## src/logic/sfr_consts.svh

```systemverilog
// register offsets, reset values and field positions of the special register bank
`ifndef SFR_CONSTS_SVH
`define SFR_CONSTS_SVH
`define SFR_ADDR_PORT0 8'h80
`define SFR_ADDR_STACK 8'h81
`define SFR_ADDR_DPLOW 8'h82
`define SFR_ADDR_DPHIGH 8'h83
`define SFR_ADDR_POWER 8'h87
`define SFR_ADDR_TIMCTL 8'h88
`define SFR_ADDR_TIMMODE 8'h89
`define SFR_ADDR_T0LOW 8'h8a
`define SFR_ADDR_T1LOW 8'h8b
`define SFR_ADDR_T0HIGH 8'h8c
`define SFR_ADDR_T1HIGH 8'h8d
`define SFR_ADDR_PORT1 8'h90
`define SFR_ADDR_SERCTL 8'h98
`define SFR_ADDR_SERBUF 8'h99
`define SFR_ADDR_PORT2 8'ha0
`define SFR_ADDR_INTEN 8'ha8
`define SFR_ADDR_PORT3 8'hb0
`define SFR_ADDR_INTPRI 8'hb8
`define SFR_ADDR_T2CTL 8'hc8
`define SFR_ADDR_T2RLOW 8'hca
`define SFR_ADDR_T2RHIGH 8'hcb
`define SFR_ADDR_T2LOW 8'hcc
`define SFR_ADDR_T2HIGH 8'hcd
`define SFR_ADDR_STATUS 8'hd0
`define SFR_ADDR_ACCUM 8'he0
`define SFR_ADDR_OPERB 8'hf0
`define SFR_RST_STACK 8'h07
`define SFR_RST_PORT 8'hff
`define SFR_RST_ZERO 8'h00
`define SFR_PSW_PARITY 0
`define SFR_PSW_BANK_LO 3
`define SFR_PSW_BANK_HI 4
`define SFR_BANK_SPAN 3
`endif

```

## src/logic/sfr_pkg.sv

```systemverilog
// types shared by the special register bank
package sfr_pkg;
   typedef logic [7:0] sfr_byte_t;
   typedef logic [1:0] sfr_bank_t;
endpackage

```

## src/logic/sfr_regbank.sv

```systemverilog
// special function register bank with program status word
//
// Contract
// - accumulator, second operand, status word, stack pointer and power control answer at e0, f0, d0, 81, 87.
// - the data pointer is two separately accessible bytes, low at 82 and high at 83.
// - timer 0/1 count bytes sit at 8a, 8b, 8c, 8d.
// - third timer registers at c8, ca, cb, cc, cd exist only in the extended variant.
// - bit access is honoured only for addresses whose low nibble is 0 or 8.
// - reset loads stack pointer 07, ports ff, other defined bits zero.
// - the two bank-select bits place the working registers at 00, 08, 10 or 18 in RAM.
`timescale 1ns/1ps
`include "sfr_consts.svh"
module sfr_regbank
   import sfr_pkg::*;
#(
   parameter bit EXTENDED = 1'b1
)(
   input wire logic clk_sys, // 40 MHz core clock
   input wire logic sys_rst, // async reset, active high
   input wire logic [7:0] regAddr, // direct address 80..ff
   input wire logic [7:0] wrData, // byte write data
   input wire logic wrStrobe, // byte write, one cycle
   input wire logic rdStrobe, // byte read, one cycle
   input wire logic bitMode, // strobe addresses one bit
   input wire logic [2:0] bitSel, // bit position in bit mode
   input wire logic bitValue, // bit write value
   output logic [7:0] rdData, // read data, cycle after strobe
   output logic rdValid, // read hit a mapped register
   output logic [7:0] accumulator_reg, // accumulator copy
   output logic [7:0] stack_pointer, // stack pointer copy
   output logic [15:0] data_pointer, // data pointer copy
   output logic [4:0] bankBase // working register RAM base
);
   sfr_byte_t regs [0:127];
   sfr_byte_t curByte;
   sfr_byte_t wrByte;
   logic mapped;
   logic bitOk;
   logic doWrite;
   logic accParity;
   sfr_bank_t bankSel;

   // ----------------------------------------
   // address decode
   // ----------------------------------------
   always_comb begin
      unique case (regAddr)
         `SFR_ADDR_ACCUM, `SFR_ADDR_OPERB, `SFR_ADDR_STATUS, `SFR_ADDR_STACK, `SFR_ADDR_POWER,
         `SFR_ADDR_DPLOW, `SFR_ADDR_DPHIGH,
         `SFR_ADDR_T0LOW, `SFR_ADDR_T1LOW, `SFR_ADDR_T0HIGH, `SFR_ADDR_T1HIGH,
         `SFR_ADDR_PORT0, `SFR_ADDR_PORT1, `SFR_ADDR_PORT2, `SFR_ADDR_PORT3,
         `SFR_ADDR_TIMCTL, `SFR_ADDR_TIMMODE, `SFR_ADDR_SERCTL, `SFR_ADDR_SERBUF,
         `SFR_ADDR_INTEN, `SFR_ADDR_INTPRI: mapped = 1'b1;
         `SFR_ADDR_T2CTL, `SFR_ADDR_T2RLOW, `SFR_ADDR_T2RHIGH,
         `SFR_ADDR_T2LOW, `SFR_ADDR_T2HIGH: mapped = EXTENDED;
         default: mapped = 1'b0;
      endcase
   end

   assign bitOk = (regAddr[2:0] == 3'h0);
   assign curByte = regs[regAddr[6:0]];
   assign doWrite = wrStrobe && mapped && regAddr[7] && (!bitMode || bitOk);

   always_comb begin
      wrByte = wrData;
      if (bitMode) begin
         wrByte = curByte;
         wrByte[bitSel] = bitValue;
      end
   end

   assign accParity = ^regs[7'(`SFR_ADDR_ACCUM)];

   // ----------------------------------------
   // storage
   // ----------------------------------------
   always_ff @(posedge clk_sys or posedge sys_rst) begin
      if (sys_rst) begin
         for (int i = 0; i < 128; i++) begin
            regs[i] <= `SFR_RST_ZERO;
         end
         regs[7'(`SFR_ADDR_STACK)] <= `SFR_RST_STACK;
         regs[7'(`SFR_ADDR_PORT0)] <= `SFR_RST_PORT;
         regs[7'(`SFR_ADDR_PORT1)] <= `SFR_RST_PORT;
         regs[7'(`SFR_ADDR_PORT2)] <= `SFR_RST_PORT;
         regs[7'(`SFR_ADDR_PORT3)] <= `SFR_RST_PORT;
      end else begin
         if (doWrite) begin
            regs[regAddr[6:0]] <= wrByte;
         end
         regs[7'(`SFR_ADDR_STATUS)][`SFR_PSW_PARITY] <= doWrite && regAddr == `SFR_ADDR_ACCUM
            ? ^wrByte : accParity;
      end
   end

   // ----------------------------------------
   // read port and outputs
   // ----------------------------------------
   always_ff @(posedge clk_sys or posedge sys_rst) begin
      if (sys_rst) begin
         rdData <= 8'h00;
         rdValid <= 1'b0;
      end else begin
         // unmapped or non-column bit reads return zero
         rdValid <= rdStrobe && mapped && regAddr[7] && (!bitMode || bitOk);
         rdData <= (rdStrobe && mapped && regAddr[7] && (!bitMode || bitOk))
            ? (bitMode ? {7'h00, curByte[bitSel]} : curByte) : 8'h00;
      end
   end

   assign bankSel = regs[7'(`SFR_ADDR_STATUS)][`SFR_PSW_BANK_HI:`SFR_PSW_BANK_LO];

   always_ff @(posedge clk_sys or posedge sys_rst) begin
      if (sys_rst) begin
         accumulator_reg <= `SFR_RST_ZERO;
         stack_pointer <= `SFR_RST_STACK;
         data_pointer <= 16'h0000;
         bankBase <= 5'h00;
      end else begin
         accumulator_reg <= doWrite && regAddr == `SFR_ADDR_ACCUM ? wrByte : regs[7'(`SFR_ADDR_ACCUM)];
         stack_pointer <= regs[7'(`SFR_ADDR_STACK)];
         data_pointer <= {regs[7'(`SFR_ADDR_DPHIGH)], regs[7'(`SFR_ADDR_DPLOW)]};
         bankBase <= {bankSel, 3'h0};
      end
   end
endmodule

```

## config.mk

```make
export PLATFORM = sky130hd
export DESIGN_NAME = sfr_regbank
export DESIGN_NICKNAME = d
export VERILOG_FILES = /design/src/logic/sfr_pkg.sv /design/src/logic/sfr_regbank.sv
export VERILOG_INCLUDE_DIRS = /design/src /design/src/logic
export SDC_FILE = /design/constraint.sdc
export NUM_CORES = 2
export LEC_CHECK = 0
export ABC_AREA = 1
export BUFFER_PORTS_ARGS = -buffer_cell sky130_fd_sc_hd__buf_2
export CELL_PAD_IN_SITES_DETAIL_PLACEMENT = 0
export CELL_PAD_IN_SITES_GLOBAL_PLACEMENT = 1
export CORE_UTILIZATION = 45
export CTS_CLUSTER_DIAMETER = 50
export DETAILED_ROUTE_END_ITERATION = 10
export GPL_TIMING_DRIVEN = 0
export PLACE_DENSITY = 0.86
export SLEW_MARGIN = 20
export SYNTH_ARGS = -nofsm -noshare
export SYNTH_HDL_FRONTEND = slang
export SYNTH_SLANG_ARGS = --single-unit
```

## constraint.sdc

```tcl
create_clock -name clk_sys -period 37.5 [get_ports clk_sys]
set_clock_uncertainty 0.2 [all_clocks]
set_input_delay 3.75 -clock clk_sys [delete_from_list [all_inputs] [get_ports clk_sys]]
set_output_delay 3.75 -clock clk_sys [all_outputs]
set_load 0.01 [all_outputs]
```

== Yosys cells after proc, flatten, opt, wreduce, memory -nomap -nowiden ==
Index checks and enable logic that the tools add are counted.

* $lt $le $gt $ge: 4
* Equality and inequality tests: 26
* Multiplexer cells: 17
* Bitwise logic cells: 1
* Reductions and logical operators: 15

{| class="wikitable"
|+ Operator list
! cell !! number
|-
| $bwmux W1024 || 1
|-
| $eq A8 B8 Y1 const B || 26
|-
| $bmux W8 S7 || 1
|-
| $demux W8 S7 || 1
|-
| $mux W8 || 7
|-
| $reduce_or A26 Y1 || 1
|-
| $reduce_xor A8 Y1 || 2
|-
| $logic_and A1 B1 Y1 || 9
|-
| $bwmux W8 || 1
|-
| $ge A8 B8 Y1 const B || 1
|-
| $lt A8 B1 Y1 const B || 1
|-
| $not A7 Y8 || 1
|-
| $lt A3 B4 Y1 const B || 1
|-
| $mux W1 || 4
|-
| $bmux W1 S3 || 1
|-
| $demux W1 S3 || 1
|-
| $ge A3 B1 Y1 const B || 1
|-
| $logic_not A3 Y1 || 1
|-
| $logic_not A1 Y1 || 1
|-
| $logic_or A1 B1 Y1 || 1
|}

* Register bits after elaboration: 1067
* Bits of input ports: 25
* Output and inout port bits: 46
* Word-level logic and storage cells: 198

== Longest topological paths before layout ==
* Depth in word-level cells: 8
* Gate-level depth with buffers: 29
* Depth with buffers taken out: 26

== Least setup slack after synthesis ==
No wires, ideal clock.

* Path type: input-to-reg
* From: in regAddr[1]
* To: reg regs[376] (netlist bit)
* Setup time: 0.116 ns
* Data arrival time: 5.649 ns
* Data required time: 37.184 ns
* Slack: 31.534 ns
* Stages: 23
* Path buffers: 3
* Cells stage by stage: buf_4 inv_4 buf_4 buf_2 nor2_1 o21ai_0 nand3_1 nand3_1 nand2_1 o21ai_0 nand2_1 nor2_2 nand2_1 a21oi_2 nand2_1 nand2_1 inv_1 nand2_1 nand2_1 nand2_1 nand2_1 nand2_1 nand2_1

* Word-level cells in the longest chain between the ends: 8
* Elaborated cells on any way between the ends: 42
* Classes of those cells: eq/ne: 26; mux: 7; bitwise: 1; reduce/logical: 8

{| class="wikitable"
|+ Ends and longest elaborated chain
! element !! line !! source
|-
| from (decl) || sfr_regbank.sv:20 || <nowiki>input wire logic [7:0] regAddr,</nowiki>
|-
| $not A7 Y8 (implied by the code) / $eq A8 B8 Y1 (equally long branches) || sfr_regbank.sv:61, sfr_regbank.sv:47 ||
|-
| $bmux W8 S7 / $reduce_or A26 Y1 (equally long branches) || -- ||
|-
| $mux W8 (implied by the code) / $mux W1 (equally long branches) || sfr_regbank.sv:61, sfr_regbank.sv:47 ||
|-
| $mux W8 (implied by the code) / $logic_and A1 B1 Y1 (equally long branches) || sfr_regbank.sv:61, sfr_regbank.sv:62 ||
|-
| $bwmux W8 / $logic_and A1 B1 Y1 (equally long branches) || sfr_regbank.sv:68, sfr_regbank.sv:62 ||
|-
| $mux W8 / $logic_and A1 B1 Y1 (equally long branches) || sfr_regbank.sv:66, sfr_regbank.sv:62 ||
|-
| $reduce_xor A8 Y1 / $logic_and A1 B1 Y1 (equally long branches) || -- ||
|-
| $mux W1 * || sfr_regbank.sv:91 || <nowiki>regs[7'(`SFR_ADDR_STATUS)][`SFR_PSW_PARITY] <= doWrite && regAddr == `SFR_ADDR_ACCUM</nowiki>
|-
| to (signal, indexed assignment) || sfr_regbank.sv:80 || <nowiki>regs[i] <= `SFR_RST_ZERO;</nowiki>
|-
| to (signal, indexed assignment) || sfr_regbank.sv:89 || <nowiki>regs[regAddr[6:0]] <= wrByte;</nowiki>
|-
| to (signal, indexed assignment) || sfr_regbank.sv:91 ||
|-
| to (decl) || sfr_regbank.sv:34 || <nowiki>sfr_byte_t regs [0:127];</nowiki>
|}

Every way passes the cells marked *; elsewhere a longest branch is shown, timed or not. The select of a mux whose other input is x is not followed.
A chain may end at the register's enable or synchronous reset.

== Worst setup path after layout ==
* From: in regAddr[2]
* To: reg accumulator_reg[7]

* Word-level cells in the longest chain between the ends: 8
* Elaborated cells on any way between the ends: 41
* Classes of those cells: eq/ne: 26; mux: 7; bitwise: 1; reduce/logical: 7

{| class="wikitable"
|+ Ends and longest elaborated chain
! element !! line !! source
|-
| parallel branches: the longest is 7 deep, another holds $not A7 Y8 || -- ||
|-
| $mux W8 * || sfr_regbank.sv:120 || <nowiki>accumulator_reg <= doWrite && regAddr == `SFR_ADDR_ACCUM ? wrByte : regs[7'(`SFR_ADDR_ACCUM)];</nowiki>
|-
| to (signal assigned) || sfr_regbank.sv:115 || <nowiki>accumulator_reg <= `SFR_RST_ZERO;</nowiki>
|-
| to (signal assigned) || sfr_regbank.sv:120 ||
|-
| to (decl) || sfr_regbank.sv:29 || <nowiki>output logic [7:0] accumulator_reg,</nowiki>
|}

Every way passes the cells marked *. The select of a mux whose other input is x is not followed.

==> results_dict.tcl <==
set metrics [dict create \
    num_vias 36058 \
    max-vdd-ir-drop_uv 38.3 \
    maxSlewHeadroom 0.252 \
    overflow 0 \
    ioPinCount 71 \
    syn_area_sq_mm 0.0446 \
    clkTransAtPathRegs_ns 0.06 \
    cts_sinks 1067 \
    fp.coreArea_sq_mm 0.0983 \
    setup_violations 0 \
    hold_violations 0 \
    tightest_slew_ns 1.12 \
    dr.pass1.iters 6 \
    grt_util_met2 0.479 \
    placed_cells 6701 \
    yosysSeqAreaShare 0.600 \
    insertion_delay_ns 0.74 \
    initial_core_util 0.454 \
    grtUsageMet3 0.0720 \
    grt_pass1_wl_um 228000 \
    async_flop_share 1.00 \
    end_kind "register" \
    ys_top_cells_by_area "dfrtp_1, nand2_1, clkbuf_1" \
    synth_seq_cells 1067 \
    htreeDepth 3 \
    total_power_uw 2600 \
    root_buffer "clkbuf_16" \
    grt_pass1_vias 34058 \
    synth.most_common_cell "nand2_1" \
    cts_buffers 119 \
    synthToLayoutAreaGrowth_pct 14.7 \
    synth_top_area_cell "dfrtp_1" \
    reg2reg_from "regs[863]" \
    die_area_sq_mm 0.100 \
    final_layout_size_suffix_gt1_frac 0.0928 \
    whs_ns 0.211 \
    dpl.hpwl_um 112000 \
    cp_max_fo 10 \
    postCtsSetupBuffers 0 \
    postCtsHoldBufs 0 \
    wire_per_inst_um 22.8 \
    synthTopCellsByCount "nand2_1, dfrtp_1, clkbuf_1, inv_1, nand3_1" \
    ys.flop_type "dfrtp_1" \
    die_x_um 317 \
    cap_violations 0 \
    die_h_um 317 \
    place_congestion 1.01 \
    crit_required_ns 37.82 \
    fin_cells 6927 \
    vias_per_cell 5.21 \
    rsz0062_at_grt "false" \
    antenna_found_initial 7 \
    r2r-end "accumulator_reg[7]" \
    largest_reg_flops 1022 \
    grt_max_degree 104 \
    cts_tree "built" \
    fin_crit_sh 0.206 \
    hold_start "regs[1010]" \
    period_minus_slack_ns 7.74 \
    antenna_left 0 \
    cellPowerDensity_mw_per_mm2 50.9 \
    drt_iter0_drc 4291 \
    slew_violations 0 \
    io_buffers 62 \
    wl_um 158000 \
    reg_top3 "regs x1022, data_pointer x16" \
    p_leak_uw 0.0257 \
    yosysTopAreaCellShare 0.578 \
    busiest_layer "met2" \
    synth_edf_count 0 \
    ctsResizeCount 0 \
    yosysWarnings 0 \
    synth_cells 5338 \
    min_to "stack_pointer[2]" \
    nets 5560 \
    avgSynthCellArea_sq_um 8.35 \
    largest_register "regs" \
    path_class "in -> reg" \
    fmax_ghz 0.129 \
    rows 115 \
    fill_cells 9268 \
    reg2reg_depth 15 \
    synthDistinctLibCells 40 \
    run_status "complete, no violations" \
    start_kind "input pin" \
    cts_max_path_buffers 3 \
    worstHoldPathType "reg -> reg" \
    hold_depth 0 \
    arrival_ns 8.05 \
    grt_use_total 0.319 \
    gr-usage-met1 0.437 \
    route.detailed.drc 0 \
    reg2reg_setup_slack_ns 33.49 \
]
==> layout by cell type (no fill, tap or decap), types with 3 or more instances in the layout <==
| cell type | instances |
|---|---|
| nand2_1 | 1853 |
| dfrtp_1 | 1029 |
| clkbuf_1 | 900 |
| inv_1 | 378 |
| nand3_1 | 309 |
| o21ai_0 | 246 |
| buf_2 | 201 |
| nor2_1 | 173 |
| clkbuf_16 | 120 |
| nand4_1 | 70 |
| a21oi_1 | 59 |
| dfstp_2 | 38 |
| o21a_1 | 37 |
| buf_4 | 30 |
| o21ai_1 | 23 |
| clkbuf_8 | 23 |
| bufinv_16 | 18 |
| buf_6 | 13 |
| buf_16 | 12 |
| nor3_1 | 8 |
| clkinvlp_4 | 8 |
| nor2_2 | 7 |
| buf_1 | 7 |
| clkinv_2 | 7 |
| nor4_4 | 6 |
| a21oi_2 | 6 |
| xnor2_1 | 6 |
| inv_8 | 5 |
| inv_2 | 4 |
| clkinv_8 | 4 |
| clkinv_4 | 4 |
| inv_6 | 4 |
| nor3_2 | 3 |
| conb_1 | 3 |
==> power breakdown <==
part           internal [uW]  leakage (uW)  switching (uW)  total (uW)
Combinational           35.4       0.00914             148         184
Clock                    763       0.00206             497        1260
Sequential              1160        0.0145            2.40        1160
Total                   1950        0.0257             648        2600
==> kinds of logic after synthesis <==
group,synth area share
other,0.0000841
buffers and inverters,0.130
and+or+nand+nor,0.222
xor gates and xnor gates,0.00138
DFF,0.600
AOI/OAI and AO/OA,0.0466
==> critical path, cell delays in order <==
cell and delay, ns:
buf_2 0.24, clkbuf_1 0.82, nand4_1 0.43, nand3_1 0.33, nand2_1 0.10, nand2_1 0.07, nand2_1 0.09, nand2_1 0.12
nand2_1 0.09, nor2_2 0.24, nand2_1 0.12, a21boi_2 0.74, clkbuf_1 0.58, o21ai_0 0.30
==> area by class of cell <==
cell class / count / area, sq um / share of cell area
diodes: 2 / 5.00 / 0.0000979
plain buffers: 1058 / 4360 / 0.0852
clock buffers: 174 / 3440 / 0.0672
clock inverters: 50 / 836 / 0.0163
inverters: 386 / 1460 / 0.0286
multi-input cells: 2829 / 12000 / 0.235
flip-flops and latches: 1067 / 26700 / 0.523
well taps: 1287 / 1610 / 0.0315
repair buffers: 74 / 641 / 0.0125
==> routing by layer <==
layer	vias to the layer above	wire length, um
li1	16071	-
met3	410	16600
met1	17807	63600
met2	1760	68300
met4	10	9050
met5	-	59
==> worst max-delay path by stage <==
stage                           from            endpoint  slack, ns  cells after the start
after floorplan              sys_rst  accumulator_reg[0]       3.58                      1
after global placement       sys_rst  accumulator_reg[3]      -7.32                      2
after detailed placement  regAddr[2]  accumulator_reg[7]      29.35                     14
after CTS                 regAddr[2]  accumulator_reg[7]      30.06                     14
after global routing      regAddr[2]  accumulator_reg[7]      29.87                     14
final                     regAddr[2]  accumulator_reg[7]      29.76                     14
==> stage by stage <==
stage | setup WS (ns) | util | setup TNS, ns | cell area, sq um
2_1_floorplan | 3.58 | - | 0 | 44600
3_3_place_gp | -7.32 | 0.473 | -7430.04 | 46500
3_5_place_dp | 29.35 | 0.477 | 0 | 46800
4_1_cts | 30.06 | 0.520 | 0 | 51100
5_1_grt | 29.87 | 0.520 | 0 | 51100
6_report | 29.76 | 0.520 | 0 | 51100
Power figures use the tool's default switching activity.
